`src/logic/sas_pkg.sv`:
```
// shared constants and types of the simultaneous-sampling converter sequencer
package sas_pkg;

  // clock and conversion timing
  localparam int unsigned CLK_PERIOD_NS = 50; // ref_clk period at 20 mhz
  localparam int unsigned CONV_TIME_NS = 1650; // one channel conversion
  // least time, so rounded up to whole cycles
  localparam int unsigned CONV_CYCLES = (CONV_TIME_NS + CLK_PERIOD_NS - 1) / CLK_PERIOD_NS;

  // widths and sizes
  localparam int unsigned DATA_W = 12; // result word width
  localparam int unsigned NUM_CH = 4; // analog channels
  localparam int unsigned CH_W = 2; // channel index width
  localparam int unsigned CNT_W = 6; // conversion cycle counter width
  localparam int unsigned FIFO_DEPTH = 16; // result buffer words

  // reset values, counter step and end count
  localparam logic [CNT_W-1:0] CNT_ZERO = 6'h00;
  localparam logic [CNT_W-1:0] CNT_ONE = 6'h01;
  localparam logic [CNT_W-1:0] CNT_LAST = CNT_W'(CONV_CYCLES - 1);
  localparam logic [CH_W-1:0] CH_FIRST = 2'h0;
  localparam logic [NUM_CH-1:0] MASK_NONE = 4'h0;
  localparam logic [DATA_W-1:0] WORD_ZERO = 12'h000;

  // one result word
  typedef logic [DATA_W-1:0] sas_word_t;

  // pins sampled from outside the clock domain, all idle high but selects
  typedef struct packed {
    logic start_n; // conversion_start_n pin
    logic cs_n; // chip select
    logic rd_n; // read strobe
    logic sel_sw; // 1: software select word, 0: select pins
    logic [NUM_CH-1:0] sel_hw; // channel select pins
    logic [NUM_CH-1:0] sel_word; // programmed channel select word
  } sas_pins_t;

  // pin idle levels used at reset
  localparam sas_pins_t PINS_IDLE = '{start_n: 1'b1, cs_n: 1'b1, rd_n: 1'b1,
                                      sel_sw: 1'b0, sel_hw: 4'h0, sel_word: 4'h0};

  // sequencer states
  typedef enum logic {
    ST_IDLE,
    ST_CONV
  } sas_state_t;

endpackage : sas_pkg

```
`src/logic/sas_sequencer.sv`:
```
// conversion sequencer and parallel read port of a four-channel sampler
//
// Overview of operation
// - start pulse holds all channels, begins sequence
// - end-of-conversion pulse once per converted channel
// - busy high during sequence, low after last
// - unselected channels skipped, only selected converted
// - channel set from pins or programmed word
// - results returned as 12-bit words on reads
// - each channel conversion takes 1.65 us
// - single channel repeats up to 500 kSPS
// - four channels reach 130 kSPS reading during
// - timing comes from the on-chip clock
`timescale 1ns/1ps
module sas_sequencer (
  input wire logic ref_clk,
  input wire logic nrst,
  input wire logic conversion_start_n,
  input wire logic cs_n,
  input wire logic rd_n,
  input wire logic sel_sw,
  input wire logic [sas_pkg::NUM_CH-1:0] sel_hw,
  input wire logic [sas_pkg::NUM_CH-1:0] sel_word,
  input wire logic [sas_pkg::DATA_W-1:0] sar_data,
  output logic th_hold,
  output logic [sas_pkg::CH_W-1:0] conv_chan,
  output logic eoc_n,
  output logic busy,
  output logic [sas_pkg::DATA_W-1:0] db_o,
  output logic db_oe,
  output logic fifo_full
);

  // pin synchroniser chain
  sas_pkg::sas_pins_t pins_raw; // pins gathered
  sas_pkg::sas_pins_t pins_s1_q; // first stage, read only by second
  sas_pkg::sas_pins_t pins_s2_q; // second stage
  sas_pkg::sas_pins_t pins_s3_q; // third stage
  sas_pkg::sas_pins_t pins_q; // filtered levels

  // sequencer state
  sas_pkg::sas_state_t state_q; // idle or converting
  logic [sas_pkg::NUM_CH-1:0] pend_q; // channels still to convert
  logic [sas_pkg::NUM_CH-1:0] pend_d; // pending after current one
  logic [sas_pkg::CH_W-1:0] chan_q; // channel now converting
  logic [sas_pkg::CNT_W-1:0] cnt_q; // cycles into this conversion
  logic start_n_prev_q; // filtered start level last cycle
  logic start_evt; // falling edge of filtered start
  logic [sas_pkg::NUM_CH-1:0] sel_mask; // channel set chosen now
  logic conv_end; // conversion time elapsed
  logic push; // result accepted into buffer

  // read side
  logic rd_act; // select and read both low
  logic rd_act_prev_q; // rd_act last cycle
  logic rd_start; // read strobe just began
  logic [sas_pkg::DATA_W-1:0] db_q; // word on the bus

  // buffer signals
  logic fifo_in_ready; // buffer has room
  logic fifo_out_valid; // buffer holds a word
  logic [sas_pkg::DATA_W-1:0] fifo_out_data; // oldest word
  logic fifo_pop; // oldest word taken

  // lowest set bit of a channel mask
  function automatic logic [sas_pkg::CH_W-1:0] lowest_chan(
    input logic [sas_pkg::NUM_CH-1:0] mask
  );
    logic [sas_pkg::CH_W-1:0] idx;
    idx = sas_pkg::CH_FIRST;
    for (int i = sas_pkg::NUM_CH - 1; i >= 0; i--) begin
      if (mask[i]) begin
        idx = sas_pkg::CH_W'(i);
      end
    end
    return idx;
  endfunction : lowest_chan

  assign pins_raw = '{start_n: conversion_start_n, cs_n: cs_n, rd_n: rd_n,
                      sel_sw: sel_sw, sel_hw: sel_hw, sel_word: sel_word};

  // three-stage pin synchroniser
  always_ff @(posedge ref_clk or negedge nrst) begin
    if (!nrst) begin
      pins_s1_q <= sas_pkg::PINS_IDLE;
      pins_s2_q <= sas_pkg::PINS_IDLE;
      pins_s3_q <= sas_pkg::PINS_IDLE;
    end else begin
      pins_s1_q <= pins_raw;
      pins_s2_q <= pins_s1_q;
      pins_s3_q <= pins_s2_q;
    end
  end

  // a bit changes only once second and third stage agree
  always_ff @(posedge ref_clk or negedge nrst) begin
    if (!nrst) begin
      pins_q <= sas_pkg::PINS_IDLE;
    end else begin
      pins_q <= (pins_s2_q & pins_s3_q) | (pins_q & (pins_s2_q | pins_s3_q));
    end
  end

  // start edge detector on the filtered level
  always_ff @(posedge ref_clk or negedge nrst) begin
    if (!nrst) begin
      start_n_prev_q <= 1'b1;
    end else begin
      start_n_prev_q <= pins_q.start_n;
    end
  end

  assign start_evt = start_n_prev_q && !pins_q.start_n;

  // channel set from the selected source
  assign sel_mask = pins_q.sel_sw ? pins_q.sel_word : pins_q.sel_hw;

  // conversion timed by the on-chip clock only
  assign conv_end = (state_q == sas_pkg::ST_CONV) && (cnt_q == sas_pkg::CNT_LAST);

  // a full buffer stalls the end of conversion
  assign push = conv_end && fifo_in_ready;

  // drop the finished channel from the pending set
  assign pend_d = pend_q & ~(sas_pkg::NUM_CH'(1) << chan_q);

  // sequencer state; starts during a sequence are ignored
  always_ff @(posedge ref_clk or negedge nrst) begin
    if (!nrst) begin
      state_q <= sas_pkg::ST_IDLE;
      pend_q <= sas_pkg::MASK_NONE;
      chan_q <= sas_pkg::CH_FIRST;
    end else begin
      unique case (state_q)
        // idle: wait for a start with a non-empty set
        sas_pkg::ST_IDLE: begin
          if (start_evt && (sel_mask != sas_pkg::MASK_NONE)) begin
            state_q <= sas_pkg::ST_CONV;
            pend_q <= sel_mask;
            chan_q <= lowest_chan(sel_mask);
          end
        end
        // converting: move to next selected channel or finish
        sas_pkg::ST_CONV: begin
          if (push) begin
            pend_q <= pend_d;
            if (pend_d == sas_pkg::MASK_NONE) begin
              state_q <= sas_pkg::ST_IDLE;
            end else begin
              chan_q <= lowest_chan(pend_d);
            end
          end
        end
      endcase
    end
  end

  // conversion cycle counter, holds at the end while stalled
  always_ff @(posedge ref_clk or negedge nrst) begin
    if (!nrst) begin
      cnt_q <= sas_pkg::CNT_ZERO;
    end else if (state_q == sas_pkg::ST_IDLE) begin
      cnt_q <= sas_pkg::CNT_ZERO;
    end else if (push) begin
      cnt_q <= sas_pkg::CNT_ZERO;
    end else if (!conv_end) begin
      cnt_q <= cnt_q + sas_pkg::CNT_ONE;
    end
  end

  // track/hold control and busy flag
  always_ff @(posedge ref_clk or negedge nrst) begin
    if (!nrst) begin
      th_hold <= 1'b0;
      busy <= 1'b0;
    end else if (state_q == sas_pkg::ST_IDLE) begin
      th_hold <= start_evt && (sel_mask != sas_pkg::MASK_NONE);
      busy <= start_evt && (sel_mask != sas_pkg::MASK_NONE);
    end else if (push && (pend_d == sas_pkg::MASK_NONE)) begin
      th_hold <= 1'b0; // back to track for the next sample
      busy <= 1'b0;
    end
  end

  // one-cycle end-of-conversion pulse per channel
  always_ff @(posedge ref_clk or negedge nrst) begin
    if (!nrst) begin
      eoc_n <= 1'b1;
    end else begin
      eoc_n <= !push;
    end
  end

  assign conv_chan = chan_q;

  // read strobe detection on filtered pins
  assign rd_act = !pins_q.cs_n && !pins_q.rd_n;
  assign rd_start = rd_act && !rd_act_prev_q;
  assign fifo_pop = rd_start;

  always_ff @(posedge ref_clk or negedge nrst) begin
    if (!nrst) begin
      rd_act_prev_q <= 1'b0;
    end else begin
      rd_act_prev_q <= rd_act;
    end
  end

  // oldest word loaded onto the bus at the start of a read
  always_ff @(posedge ref_clk or negedge nrst) begin
    if (!nrst) begin
      db_q <= sas_pkg::WORD_ZERO;
    end else if (rd_start && fifo_out_valid) begin
      db_q <= fifo_out_data;
    end
  end

  // bus drive only during an active read
  assign db_o = db_q;
  assign db_oe = rd_act;
  assign fifo_full = !fifo_in_ready;

  // results in conversion order
  sas_fifo #(
    .WIDTH(sas_pkg::DATA_W),
    .DEPTH(sas_pkg::FIFO_DEPTH)
  ) u_fifo (
    .ref_clk(ref_clk),
    .nrst(nrst),
    .in_data(sar_data),
    .in_valid(conv_end),
    .in_ready(fifo_in_ready),
    .out_data(fifo_out_data),
    .out_valid(fifo_out_valid),
    .out_ready(fifo_pop)
  );

  // helper: cycles spent in the current conversion
  logic [sas_pkg::CNT_W:0] age_q;

  always_ff @(posedge ref_clk or negedge nrst) begin
    if (!nrst) begin
      age_q <= '0;
    end else if ((state_q == sas_pkg::ST_IDLE) || push) begin
      age_q <= '0;
    end else begin
      age_q <= age_q + 1'b1;
    end
  end
endmodule : sas_sequencer

```
`src/logic/sas_fifo.sv`:
```
// result buffer fifo with registered head word
`timescale 1ns/1ps
module sas_fifo #(
  parameter int unsigned WIDTH = 12,
  parameter int unsigned DEPTH = 16
) (
  input wire logic ref_clk,
  input wire logic nrst,
  input wire logic [WIDTH-1:0] in_data,
  input wire logic in_valid,
  output logic in_ready,
  output logic [WIDTH-1:0] out_data,
  output logic out_valid,
  input wire logic out_ready
);

  localparam int unsigned AW = $clog2(DEPTH);

  logic [WIDTH-1:0] mem_q [DEPTH]; // storage
  logic [AW-1:0] wr_ptr_q; // next write slot
  logic [AW-1:0] rd_ptr_q; // head slot
  logic [AW-1:0] rd_ptr_d; // head slot after this cycle
  logic [AW:0] count_q; // words held
  logic push; // word accepted
  logic pop; // word drained

  // honest flags from the word count
  assign in_ready = (count_q != (AW+1)'(DEPTH));
  assign out_valid = (count_q != '0);
  assign push = in_valid && in_ready;
  assign pop = out_valid && out_ready;
  assign rd_ptr_d = pop ? rd_ptr_q + 1'b1 : rd_ptr_q;

  // storage write, no reset needed
  always_ff @(posedge ref_clk) begin
    if (push) begin
      mem_q[wr_ptr_q] <= in_data;
    end
  end

  // pointers and count
  always_ff @(posedge ref_clk or negedge nrst) begin
    if (!nrst) begin
      wr_ptr_q <= '0;
      rd_ptr_q <= '0;
      count_q <= '0;
    end else begin
      if (push) begin
        wr_ptr_q <= wr_ptr_q + 1'b1;
      end
      rd_ptr_q <= rd_ptr_d;
      count_q <= count_q + (AW+1)'(push) - (AW+1)'(pop);
    end
  end

  // head word from a register, bypassing a write into the head slot
  always_ff @(posedge ref_clk or negedge nrst) begin
    if (!nrst) begin
      out_data <= '0;
    end else if (push && (wr_ptr_q == rd_ptr_d)) begin
      out_data <= in_data;
    end else begin
      out_data <= mem_q[rd_ptr_d];
    end
  end

endmodule : sas_fifo

```
`config.mk`:
```
export PLATFORM = sky130hd
export DESIGN_NAME = sas_sequencer
export DESIGN_NICKNAME = d
export VERILOG_FILES = /design/src/logic/sas_pkg.sv /design/src/logic/sas_sequencer.sv /design/src/logic/sas_fifo.sv
export SDC_FILE = /design/constraint.sdc
export NUM_CORES = 1
export LEC_CHECK = 0
export ABC_CLOCK_PERIOD_IN_PS = 3800
export BUFFER_PORTS_ARGS = -buffer_cell sky130_fd_sc_hd__buf_4
export CORE_MARGIN = 2
export CORE_UTILIZATION = 35
export DETAILED_ROUTE_END_ITERATION = 7
export PLACE_DENSITY = 0.61
export SYNTH_ARGS = -nofsm -noshare
export SYNTH_HDL_FRONTEND = slang
export SYNTH_SLANG_ARGS = --single-unit
```
`constraint.sdc`:
```
create_clock -name ref_clk -period 3.8 [get_ports ref_clk]
set_input_delay 0.76 -clock ref_clk [delete_from_list [all_inputs] [get_ports ref_clk]]
set_output_delay 0.76 -clock ref_clk [all_outputs]
set_load 0.01 [all_outputs]
```
# Word level (Yosys, flattened, before mapping)
# Memory sizes are Yosys's and may differ from the RTL's. A register that Yosys moved wholly into a read port is not among the register bits.
# Cells that the tools add are included.
dict set report op_classes {
  addsub 5
  n_mul 0
  div_mod_pow 0
  order_cmp 0
  eq_ne 7
  shift 1
  muxes 28
  bitwise_logic 7
  reduce_logical 20
}
# op count
set ops {}
lappend ops {{$and 12x12->12} 2}
lappend ops {{$or 12x12->12} 2}
lappend ops {{$mux 2} 11}
lappend ops {{$mux 6} 3}
lappend ops {{$mux 4} 4}
lappend ops {{$add 4x1->4 const B} 2}
lappend ops {{$logic_and 1x1->1} 8}
lappend ops {{$pmux 4 s2} 1}
lappend ops {{$logic_not 1->1} 7}
lappend ops {{$mux 1} 7}
lappend ops {{$add 6x1->6 const B} 1}
lappend ops {{$eq 6x6->1 const B} 1}
lappend ops {{$add 5x1->5} 1}
lappend ops {{$ne 5x5->1 const B} 1}
lappend ops {{$reduce_bool 5->1} 1}
lappend ops {{$sub 5x1->5} 1}
lappend ops {{$and 4x4->4} 1}
lappend ops {{$logic_not 4->1} 1}
lappend ops {{$ne 2x1->1 const B} 2}
lappend ops {{$ne 2x2->1 const B} 2}
lappend ops {{$not 4->4} 1}
lappend ops {{$pmux 2 s2} 1}
lappend ops {{$reduce_bool 4->1} 1}
lappend ops {{$shl 1x2->4 const A} 1}
lappend ops {{5 further kinds} 5}
dict set report totals {
  ff_bits 90
  latch_bits 0
  ram_bits 192
  romBits 0
  output_inout_bits 19
  wordCells 105
  mem_count 1
}
# memory depth width rd rd_ports_with_merged_regs write_ports line
set mem_list {}
lappend mem_list {u_fifo.mem_q 16 12 1 1 1 sas_fifo.sv:19} ;# logic [WIDTH-1:0] mem_q [DEPTH];

# Depth between registers and ports, before layout
# Gate-level depths: netlist of run 1.
dict set report depth {
  word_depth 10
  ltp_mapped 19
  mapped_depth_nobuf 15
}

# Hierarchy
# From an unflattened synthesis of run 1, not the netlist that was laid out.
dict set report hier_totals {
  hier_cells 927
  area_unflattened_um2 13195.2
}
# module n_inst cells_each area_each_um2 seq_area_each_um2
set by_module_without_submodules {}
lappend by_module_without_submodules {sas_fifo 1 739 10393.7 6391.1}
lappend by_module_without_submodules {sas_sequencer 1 188 2801.4 1944.4}

# Worst setup path before layout of run 1
# Ideal clock, no wire load.
dict set report synth_timing {
  kind {register to register}
  from {register u_fifo.count_q[3]}
  to {register u_fifo.count_q[4]}
  setup_time_ps 125
  t_arrival_ps 3214
  setup_slack_ps 461
  path_stages_with_launch 20
  path_cell_list {dfrtp_1 -> inv_1 -> ha_1 -> or4b_4 -> nand3b_2 -> buf_6 -> inv_2 -> buf_2 -> clkbuf_1 -> buf_1 -> ha_1 -> inv_1 -> ha_1 -> inv_1 -> fa_1 -> inv_1 -> a21oi_1 -> nor2_1 -> nor2_1 -> xnor2_1}
}
dict set report synth_between {
  elab_cells_between_ends 6
  classes_between {add/sub: 2; eq/ne: 1; reduce/logical: 3}
}
# item line
set synth_rtl {}
lappend synth_rtl {{from (decl)} sas_fifo.sv:23} ;# logic [AW:0] count_q;
lappend synth_rtl {{from (signal assigned)} sas_fifo.sv:52} ;# count_q <= count_q + (AW+1)'(push) - (AW+1)'(pop);
lappend synth_rtl {{$reduce_bool 5->1} sas_fifo.sv:29} ;# assign out_valid = (count_q != '0);
lappend synth_rtl {{$logic_and 1x1->1} sas_fifo.sv:31} ;# assign pop = out_valid && out_ready;
lappend synth_rtl {{net u_fifo.pop} sas_fifo.sv:25} ;# logic pop;
lappend synth_rtl {{$sub 5x1->5} sas_fifo.sv:52}
# The timed path passes the listed nets, and every way through them passes these cells.
# A chain may end at the register's enable or synchronous reset.

# Worst setup path in the final report of run 1
dict set report layout_timing {
  from {register u_fifo.count_q[3]}
  to {register u_fifo.out_data[11] (read register of u_fifo.mem_q)}
}
dict set report layout_between {
  elab_chain_cells 3
}
# item line
set layout_lines {}
lappend layout_lines {{$reduce_bool 5->1} sas_fifo.sv:29}
lappend layout_lines {{$logic_and 1x1->1} sas_fifo.sv:31}
lappend layout_lines {{$mux 4} sas_fifo.sv:32} ;# assign rd_ptr_d = pop ? rd_ptr_q + 1'b1 : rd_ptr_q;
lappend layout_lines {{net u_fifo.rd_ptr_d[0]} sas_fifo.sv:22} ;# logic [AW-1:0] rd_ptr_d;
lappend layout_lines {{to (decl)} sas_fifo.sv:12} ;# output logic [WIDTH-1:0] out_data,
# The timed path passes the listed nets, and every way through them passes these cells.

==> impl_metrics.csv, run 1 <==
group,metric,value,unit
pwr,p_switching,0.003457,W
pwr,internal-power,0.007726,W
synthesis,synth_cell_types,52,
drt,drt_pass1_iterations,6,
timing,setup_tns,0,ns
synthesis,synthArstFlopShare,34.69,%
critical_path,rrSetupSlack,0.70,ns
drt,wl,28700,um
placed_design,place_hpwl,17210,um
global_route,overflow,0,
drt,drc,0,
clocking,clk_latency,0.53,ns
die,start_util,35.69,%
clocking,cts.clk_slew.worst_paths,0.06,ns
pwr,p_leak,5.673,nW
final_layout,diodes,0,
timing,finalSetupViolations,0,
final_layout,area_delta_synth_final,15.91,%
global_route,grt_max_degree,76,
critical_path,startpoint_type,"flip-flop",
pwr,cellPowerDensity,736.6,nW/um2
pwr,p_clk_share,28.5,%
synthesis,synth_flop_cell,"edfxtp_1",
critical_path,reg2regPathDepth,10,
timing,period_minus_slack,3.102,ns
timing,relSlewSlack,40.60,%
pwr,combPwrFrac,34.4,%
critical_path,crit_family,"buffers and inverters",
synthesis,ys_seq_area_share,63.64,%
critical_path,cpMaxStageDelayCell,"buf_4",
timing,tightest_slew,0.8910,ns
synthesis,ys_seq_elements,294,
hold_path,hold_class,"in -> async",
clocking,hold_buffers,0,
drt,viasPerCell,5.327,
pwr,pwr-share-seq,37.0,%
critical_path,r2r_end,"u_fifo.out_data[11]$_DFF_PN0_",
timing,finalMaxSlewViolations,0,
critical_path,slowest_delay,0.53,ns
timing,hold_viol_final,0,
pwr,swShare,30.91,%
critical_path,worstSetupEndpointType,"flip-flop",
synthesis,syn_area,13100,um2
global_route,grt_pass1_vias,7301,
clocking,post-cts-setup-buffer-count,0,
job,maxCapViolations,0,
critical_path,required,4.21,ns
final_layout,final_cell_area,15180,um2
drt,wire_per_inst,21.03,um
die,coreArea,36700,um2
clocking,cts_resized,0,
synthesis,ys_warn_count,0,
global_route,antenna_found_initial,1,
die,io_pins,45,
global_route,grt.total_usage,15.15,%
clocking,cts_sinks,294,
clocking,htreeDepth,2,
clocking,clockRootBuffer,"clkbuf_16",
drt,drt_iter0_markers,592,
critical_path,r2r_start,"u_fifo.count_q[3]$_DFF_PN0_",
placed_design,place_area,14080,um2
die,fp-row-count,70,
synthesis,syn-num-nets,855,
clocking,cts_tree,"yes",
drt,vias,7272,
pwr,peakVddDrop,0.0005754,V
critical_path,crit_buf_inv,3,
critical_path,cp.arrival,3.51,ns
synthesis,avgSynthCellArea,16.07,um2
final_layout,final_cells,1365,
run_status,outcome,"completed",
timing,whs,0.2796,ns
critical_path,crit_path_cell_trace,"inv_1 -> ha_1 -> or4b_4 -> nand3b_4 -> buf_4 -> xnor2_1 -> xnor2_1 -> nand4_1 -> buf_4 -> mux2_2",
timing,rsz0062_at_grt,"no",
global_route,grt_pass1_wl,44190,um
placed_design,dp.cells,1304,
final_layout,drive_gt1_share,28.54,%
placed_design,io_buffers,44,
timing,fmax,0.3224,GHz
critical_path,crit_fanout,36,
critical_path,crit_type,"reg -> reg",
synthesis,synth-edff-count,192,
timing,fin_crit_sh,81.64,%
die,die-area,38990,um2
drt,detail-route-antenna-nets,0,
clocking,numCtsBuffers,34,
synthesis,netlist_instances,815,
timing,clock_skew,0.02562,ns
placed_design,place_congestion,0.7480,
final_layout,fin_nets,912,
die,die_height,197.5,um
clocking,clk_path_buf_depth,3,
die,die_width,197.5,um
-- registers in the layout, indices dropped and copies added, names as in the netlist, 4 cells and up --
register,flops
u_fifo.mem_q,192
cnt_q,6
pins_s3_q,12
pins_s1_q,12
u_fifo.rd_ptr_q,4
pins_q,12
u_fifo.out_data,12
u_fifo.wr_ptr_q,4
pend_q,4
u_fifo.count_q,5
pins_s2_q,12
db_o,12
-- worst register-to-register path, stage by stage (launching register included) --
cell and delay, ns:
dfrtp_1 0.38, inv_1 0.08, ha_1 0.17, or4b_4 0.52, nand3b_4 0.20, buf_4 0.53, xnor2_1 0.20, xnor2_1 0.16
nand4_1 0.09, buf_4 0.29, mux2_2 0.38
-- power by group through the flow --
stage | logic [W] | clock network (W) | registers, W
final | 0.00385 | 0.00319 | 0.00414
after global routing | 0.00419 | 0.00342 | 0.00420
after CTS | 0.00390 | 0.00328 | 0.00414
after floorplan | 0.00312 | 0 | 0.00399
after global placement | 0.00386 | 0 | 0.00421
after detailed placement | 0.00388 | 0 | 0.00421
-- worst max path at each step --
stage | endpoint | cells past startpoint | slack (ns) | start
finish | u_fifo.out_data[11]$_DFF_PN0_ | 10 | 0.70 | u_fifo.count_q[3]$_DFF_PN0_
global placement | u_fifo.count_q[4]$_DFF_PN0_ | 15 | 0.76 | u_fifo.count_q[3]$_DFF_PN0_
CTS | u_fifo.count_q[4]$_DFF_PN0_ | 15 | 0.70 | u_fifo.count_q[3]$_DFF_PN0_
global route | u_fifo.count_q[4]$_DFF_PN0_ | 15 | 0.50 | u_fifo.count_q[3]$_DFF_PN0_
detailed placement | u_fifo.out_data[11]$_DFF_PN0_ | 10 | 0.70 | u_fifo.count_q[3]$_DFF_PN0_
floorplan | u_fifo.count_q[4]$_DFF_PN0_ | 19 | 0.46 | u_fifo.count_q[3]$_DFF_PN0_
-- cell usage in the layout (no fill, tap or decap), types with 15 or more instances in the layout --
| cell | instances |
|---|---|
| xnor2_1 | 16 |
| nor2_1 | 23 |
| buf_4 | 67 |
| dfrtp_1 | 86 |
| nand2_1 | 123 |
| clkbuf_16 | 34 |
| inv_1 | 25 |
| mux4_2 | 95 |
| mux2i_1 | 34 |
| a21oi_1 | 15 |
| edfxtp_1 | 192 |
-- through the flow --
stage	util, %	total power, W	setup WS [ns]
after floorplan	-	0.007107	0.4606
after global placement	38.38	0.008063	0.7568
after detailed placement	38.38	0.008090	0.7047
after CTS	41.37	0.01132	0.7037
after global routing	41.37	0.01181	0.5011
final	41.37	0.01118	0.6978
-- synth_stat cells (4+ instances only) --
master | number | area [um2]
inv_1 | 25 | 93.84
nand2_1 | 123 | 461.7
clkbuf_1 | 23 | 86.33
nand3_1 | 8 | 40.04
mux4_2 | 95 | 2140
buf_1 | 11 | 41.29
xor2_1 | 5 | 43.79
dfstp_2 | 14 | 367.9
a21oi_1 | 15 | 75.07
xnor2_1 | 16 | 140.1
nor4_1 | 4 | 25.02
and2_1 | 5 | 31.28
ha_1 | 13 | 162.7
o22ai_1 | 14 | 87.58
maj3_1 | 12 | 120.1
a221o_1 | 11 | 110.1
buf_2 | 10 | 50.05
nor4b_1 | 4 | 35.03
edfxtp_1 | 192 | 5766
o21ai_0 | 10 | 50.05
nor2_1 | 23 | 86.33
dfrtp_1 | 88 | 2202
nor3_1 | 9 | 45.04
mux2i_1 | 34 | 340.3
mux2_4 | 10 | 150.1
-- kinds of logic (layout without fill, tap and decap cells) --
family / count (synthesis) / in the layout / share of synthesized area (%)
multiplexers: 142 / 142 / 20.34
XOR/XNOR: 21 / 21 / 1.404
buffers and inverters: 76 / 158 / 2.503
adder cells (fa/ha/maj): 26 / 26 / 2.312
AND/OR/NAND/NOR: 190 / 190 / 6.342
AO/OA/AOI/OAI: 66 / 66 / 3.468
flip-flops: 294 / 294 / 63.64
-- final cells by class --
cell class,count,area (um2)
Tap cell,468,585.6
Multi-Input combinational cell,445,4492
Timing Repair Buffer,70,563.0
Fill cell,3249,21510
Sequential cell,294,8343
Inverter,27,101.3
Clock inverter,14,168.9
Clock buffer,47,929.6
-- per-layer routing --
layer	wire, um	GRT usage [%]
met2	13540	23.71
met4	508	4.094
met1	12860	21.19
met3	1776	3.688
met5	12	0
Note: power is estimated with default switching activity, not from simulation.
==> run 2: changes to the inputs <==
--- a/config.mk
+++ b/config.mk
@@ -5,7 +5,8 @@
 export SDC_FILE = /design/constraint.sdc
 export NUM_CORES = 1
 export LEC_CHECK = 0
-export ABC_CLOCK_PERIOD_IN_PS = 3800
+export ABC_AREA = 1
+export ABC_CLOCK_PERIOD_IN_PS = 3150
 export BUFFER_PORTS_ARGS = -buffer_cell sky130_fd_sc_hd__buf_4
 export CORE_MARGIN = 2
 export CORE_UTILIZATION = 35
==> constraint.sdc (replaced) <==
create_clock -name ref_clk -period 3.15 [get_ports ref_clk]
set_input_delay 0.63 -clock ref_clk [delete_from_list [all_inputs] [get_ports ref_clk]]
set_output_delay 0.63 -clock ref_clk [all_outputs]
set_load 0.01 [all_outputs]
==> run 2 against run 1 <==
- power increased by 6.5%
- clock skew shrank 0.018 ns
- count of clock-buffer cells in the layout shrank 7
- sequential cell count unchanged
- worst hold slack worse by 0.17 ns
- synthesized cell count up 38%
- maximum frequency grew 13%
- first-iteration DRC count is 7.4% higher
- via count rose by 12%
- area after synthesis shrank 4.4%
==> impl_metrics.csv, run 2 <==
group,metric,value,unit
final_layout,final_cell_mix,"nand2_1 (202), nand3_1 (201), edfxtp_1 (192)",
clocking,numCtsBuffers,31,
timing,tightest_slew,0.9058,ns
clocking,clk_path_buf_depth,3,
clocking,htreeDepth,1,
clocking,clockRootBuffer,"clkbuf_16",
clocking,clk_latency,0.55,ns
synthesis,syn_area,12520,um2
pwr,p_leak,6.111,nW
timing,clock_skew,0.007169,ns
placed_design,place_hpwl,17470,um
synthesis,synthAdderAreaFrac,2.419,%
critical_path,cp.arrival,3.01,ns
synthesis,ys_seq_area_share,66.58,%
clocking,cts.clk_slew.worst_paths,0.06,ns
placed_design,place_area,13560,um2
clocking,cts_tree,"yes",
final_layout,diodes,0,
synthesis,ys_top_cells_by_area,"edfxtp_1 (46%), dfrtp_1 (18%), nand3_1 (8.0%)",
global_route,antenna_found_initial,0,
drt,drt_iter0_markers,636,
critical_path,crit_buf_inv,3,
pwr,cellPowerDensity,821.2,nW/um2
clocking,post-cts-setup-buffer-count,0,
critical_path,required,3.41,ns
global_route,grt_max_degree,97,
die,io_pins,45,
synthesis,synthXorXnorAreaFrac,0.9095,%
synthesis,synth-edff-count,192,
clocking,hold_buffers,0,
die,start_util,35.37,%
die,die_width,193.1,um
synthesis,synth_compound_area_share,1.539,%
drt,detail-route-antenna-nets,0,
synthesis,synth_commonest_cells,"nand2_1 (202), nand3_1 (201), edfxtp_1 (192)",
synthesis,synth_top_family_by_area,"simple AND/OR/NAND/NOR gates",
final_layout,largest_register_ffs,192,
synthesis,synthArstFlopShare,34.69,%
timing,fmax,0.3639,GHz
final_layout,fin_nets,1232,
synthesis,synthMuxAreaShare,0.1599,%
timing,period_minus_slack,2.748,ns
global_route,grt.total_usage,15.55,%
timing,hold_viol_final,0,
synthesis,synth_cell_types,40,
run_status,outcome,"completed",
critical_path,crit_family,"simple AND/OR/NAND/NOR gates",
global_route,grt_pass1_wl,44830,um
drt,vias,8117,
synthesis,syn-num-nets,1168,
die,coreArea,35400,um2
critical_path,crit_fanout,12,
die,die-area,37300,um2
clocking,cts_sinks,294,
critical_path,cpMaxStageDelayCell,"nor2_1",
synthesis,synth_top_area_share,46.05,%
critical_path,startpoint_type,"flip-flop",
final_layout,drive_gt1_share,13.52,%
timing,fin_crit_sh,87.24,%
global_route,overflow,0,
synthesis,netlist.top_cell.by_area,"edfxtp_1",
timing,setup_tns,0,ns
timing,whs,0.1097,ns
critical_path,crit_path_cell_trace,"inv_1 -> ha_1 -> nand2_1 -> nor3_1 -> nand3_1 -> nor2_1 -> buf_4 -> nand2_1 -> nor2_1 -> buf_4",
synthesis,ys_warn_count,0,
timing,relSlewSlack,39.38,%
synthesis,ys_seq_elements,294,
global_route,grt_pass1_vias,7892,
synthesis,yosysMostFrequentCell,"nand2_1",
final_layout,area_delta_synth_final,15.86,%
drt,drc,0,
final_layout,final_common_cell,"nand2_1",
timing,finalMaxSlewViolations,0,
die,die_height,193.1,um
die,fp-row-count,69,
drt,viasPerCell,4.849,
critical_path,crit_type,"reg -> reg",
hold_path,hold_class,"in -> async",
drt,drt_pass1_iterations,5,
critical_path,slowest_delay,0.47,ns
drt,wl,28730,um
pwr,peakVddDrop,0.0006042,V
final_layout,top_register,"u_fifo.mem_q",
synthesis,synth_flop_cell,"edfxtp_1",
critical_path,worstSetupEndpointType,"flip-flop",
job,maxCapViolations,0,
timing,rsz0062_at_grt,"no",
placed_design,io_buffers,44,
synthesis,yosys.area_share.simple,21.24,%
synthesis,netlist_instances,1128,
synthesis,avgSynthCellArea,11.10,um2
drt,wire_per_inst,17.16,um
timing,finalSetupViolations,0,
placed_design,place_congestion,0.8581,
final_layout,final_cell_area,14510,um2
clocking,cts_resized,0,
## run 2: per-layer routing
| layer | global-route usage, % | vias up | share of wire (%) |
|---|---|---|---|
| met4 | 4.167 | 0 | 2.7 |
| met3 | 2.733 | 46 | 6.5 |
| met2 | 24.18 | 229 | 45 |
| met5 | 0 | - | 0 |
| met1 | 22.46 | 3947 | 45 |
| li1 | - | 3895 | - |
## run 2: worst paths after layout
| path | startpoint | slack, ns | cells after the start | end |
|---|---|---|---|---|
| max reg2reg | cnt_q[0]$_DFFE_PN0P_ | 0.40 | 10 | u_fifo.mem_q[2][8]$_DFFE_PP_ |
| min | nrst | 0.11 | 1 | pins_s3_q[2]$_DFF_PN0_ |
| max | cnt_q[0]$_DFFE_PN0P_ | 0.40 | 10 | u_fifo.mem_q[2][8]$_DFFE_PP_ |
| min in group ref_clk | sel_hw[2] | 0.19 | 1 | pins_s1_q[6]$_DFF_PN0_ |
| min reg2reg | pins_s1_q[8]$_DFF_PN0_ | 0.35 | 0 | pins_s2_q[8]$_DFF_PN0_ |
| max in group asynchronous | nrst | 2.29 | 2 | pins_q[10]$_DFF_PN1_ |
## run 2: through the flow
step / total power, W / setup WS [ns] / utilization, % / std cells
floorplan: 0.007359 / 0.5183 / - / 1128
global placement: 0.008551 / 0.4908 / 38.31 / 1620
detailed placement: 0.008614 / 0.4064 / 38.31 / 1620
CTS: 0.01203 / 0.3743 / 40.98 / 1674
global route: 0.01265 / 0.1152 / 40.98 / 1674
finish: 0.01191 / 0.4019 / 40.98 / 1674
## run 2: power by group
part / internal [W] / switching, W
registers: 0.00450 / 0.000269
logic: 0.00131 / 0.00245
clock network: 0.00196 / 0.00141
## run 2: cell families (layout without fill, tap and decap cells)
kind of cell,count (synthesis),after routing
AO/OA/AOI/OAI,31,31
AND/OR/NAND/NOR,539,539
buffers and inverters,223,308
multiplexers,2,2
flip-flops,294,294
adder cells (fa/ha/maj),26,26
XOR/XNOR,13,13
## run 2: final cells by class
type                            count  area [um2]
Fill cell                        3303       20890
Sequential cell                   294        8335
Multi-Input combinational cell    611        3303
Clock buffer                       40       850.8
Timing Repair Buffer               87       715.7
Inverter                          167       629.4
Tap cell                          461       576.8
Clock inverter                     14       93.84
## run 2: worst reg2reg max path: stages, from the launching register on
cell	delay [ns]
dfrtp_1	0.40
inv_1	0.10
ha_1	0.15
nand2_1	0.04
nor3_1	0.12
nand3_1	0.13
nor2_1	0.38
buf_4	0.27
nand2_1	0.13
nor2_1	0.47
buf_4	0.26
==> run 3: changes to the inputs <==
--- a/config.mk
+++ b/config.mk
@@ -11,7 +11,7 @@
 export CORE_MARGIN = 2
 export CORE_UTILIZATION = 35
 export DETAILED_ROUTE_END_ITERATION = 7
-export PLACE_DENSITY = 0.61
+export PLACE_DENSITY_LB_ADDON = 0.25
 export SYNTH_ARGS = -nofsm -noshare
 export SYNTH_HDL_FRONTEND = slang
 export SYNTH_SLANG_ARGS = --single-unit
==> run 3 against run 2 <==
- sequential cell count did not move
- core utilization rose by 0.49 points
- critical path type unchanged
- worst setup slack improved by 0.048 ns
- clock skew up 0.020 ns
- largest cell class unchanged
- die area stayed put
- worst hold slack got worse by 0.020 ns
- via count is essentially flat
- register-to-register slack improved by 0.05 ns
- sequential share of layout area down 0.68 points
- combinational power hardly changed
- first-iteration DRC count decreased by 0.79%
==> impl_metrics.csv, run 3 (same netlist as run 2, synthesis figures left out) <==
group,metric,value,unit
global_route,grt_pass1_vias,7749,
critical_path,crit_start,"u_fifo.count_q[2]$_DFF_PN0_",
timing,rsz0062_at_grt,"no",
timing,hold_viol_final,0,
pwr,pwr-share-seq,37.7,%
drt,viasPerCell,4.854,
clocking,cts_sinks,294,
drt,detail-route-antenna-nets,0,
pwr,p_clk_share,32.5,%
die,die-area,37300,um2
drt,vias,8125,
drt,drc,0,
final_layout,final_common_cell,"nand2_1",
placed_design,io_buffers,44,
critical_path,crit_fanout,18,
drt,drt_iter0_markers,631,
global_route,antenna_found_initial,0,
critical_path,cp.arrival,3.10,ns
job,maxCapViolations,0,
pwr,cellPowerDensity,861.5,nW/um2
critical_path,startpoint_type,"flip-flop",
timing,timing.final.ws_setup,0.4494,ns
final_layout,fin_util,41.47,%
critical_path,required,3.55,ns
critical_path,cp-endpoint,"u_fifo.count_q[4]$_DFF_PN0_",
final_layout,area_delta_synth_final,17.25,%
placed_design,place_hpwl,17090,um
global_route,grt.total_usage,16.25,%
drt,drt_pass1_iterations,4,
critical_path,worstSetupEndpointType,"flip-flop",
final_layout,diodes,0,
pwr,combPwrFrac,29.8,%
clocking,numCtsBuffers,34,
pwr,swShare,34.19,%
timing,fin_crit_sh,85.73,%
die,io_pins,45,
die,die_height,193.1,um
clocking,clk_path_buf_depth,3,
pwr,peakVddDrop,0.0005794,V
clocking,clockRootBuffer,"clkbuf_16",
placed_design,dp_worst_setup_slack,0.4434,ns
global_route,grt_pass1_wl,45950,um
pwr,internal-power,0.008322,W
clocking,htreeDepth,2,
final_layout,fin_nets,1227,
die,die_width,193.1,um
drt,wl,29550,um
timing,clock_skew,0.02739,ns
final_layout,fillers,3360,
die,start_util,35.37,%
drt,wire_per_inst,17.65,um
global_route,grt_max_degree,97,
timing,finalMaxSlewViolations,0,
timing,whs,0.09010,ns
timing,setup_tns,0,ns
clocking,post-cts-setup-buffer-count,0,
pwr,p_switching,0.004324,W
placed_design,place_congestion,0.7596,
final_layout,largest_register_ffs,192,
timing,period_minus_slack,2.701,ns
clocking,cts_resized,0,
final_layout,drive_gt1_share,13.69,%
critical_path,crit_type,"reg -> reg",
critical_path,rrSetupSlack,0.45,ns
clocking,hold_buffers,0,
timing,finalSetupViolations,0,
timing,tightest_slew,0.6704,ns
global_route,overflow,0,
die,coreArea,35400,um2
critical_path,reg2regPathDepth,13,
hold_path,hold_class,"in -> async",
die,fp-row-count,69,
critical_path,r2r_end,"u_fifo.count_q[4]$_DFF_PN0_",
final_layout,final_cell_mix,"nand2_1 (202), nand3_1 (201), edfxtp_1 (192)",
run_status,outcome,"completed",
clocking,clk_latency,0.53,ns
clocking,cts.clk_slew.worst_paths,0.06,ns
timing,relSlewSlack,55.31,%
critical_path,r2r_start,"u_fifo.count_q[2]$_DFF_PN0_",
clocking,cts_tree,"yes",
timing,fmax,0.3703,GHz
pwr,p_leak,6.181,nW
final_layout,top_register,"u_fifo.mem_q",
==> run 3: worst max-delay path: stages, from the launching register on <==
cell	delay, ns
dfrtp_1	0.39
inv_1	0.09
ha_1	0.19
nand3_2	0.14
nand2_4	0.22
inv_4	0.14
ha_1	0.31
inv_1	0.06
ha_1	0.15
inv_1	0.06
fa_1	0.42
o21ai_0	0.18
a21oi_1	0.10
xor2_1	0.14
==> run 3: how the worst min path moves through the flow <==
stage                             endpoint  slack (ns)  depth (start not counted)
finish              pins_s2_q[2]$_DFF_PN0_        0.09                          1
global route        pins_s2_q[6]$_DFF_PN0_        0.11                          1
CTS                 pins_s1_q[3]$_DFF_PN0_        0.08                          1
detailed placement  pins_s2_q[0]$_DFF_PN0_        0.33                          0
global placement    pins_s2_q[6]$_DFF_PN0_        0.34                          0
floorplan                 busy$_DFFE_PN0P_        0.33                          0
==> run 3: per-stage QoR <==
stage,power (W),instances,instance area [um2]
after global routing,0.01341,1674,14680
after CTS,0.01278,1674,14680
after global placement,0.008581,1612,13500
after detailed placement,0.008625,1612,13500
final,0.01265,1674,14680
after floorplan,0.007359,1128,12520
==> run 3: power groups by stage <==
stage | logic, W | clock network (W) | registers (W)
detailed placement | 0.00379 | 0 | 0.00484
CTS | 0.00381 | 0.00421 | 0.00476
global route | 0.00426 | 0.00435 | 0.00481
global placement | 0.00374 | 0 | 0.00484
floorplan | 0.00257 | 0 | 0.00479
finish | 0.00377 | 0.00411 | 0.00477
==> run 3: cell type report <==
type | count | area [um2] | area share, %
Inverter | 167 | 629.4 | 4.287
Clock inverter | 14 | 192.7 | 1.313
Clock buffer | 48 | 985.9 | 6.717
Sequential cell | 294 | 8335 | 56.78
Tap cell | 461 | 576.8 | 3.929
Multi-Input combinational cell | 611 | 3303 | 22.50
Timing Repair Buffer | 79 | 655.6 | 4.466
==> run 3: layer usage <==
metal  vias up  track usage [%]  share of wire (%)
li1       3893                -                  -
met1      3987            23.62                 48
met2       203            25.33                 45
met3        42            2.588                5.0
met4         0            4.283                1.8
met5         -                0                  0
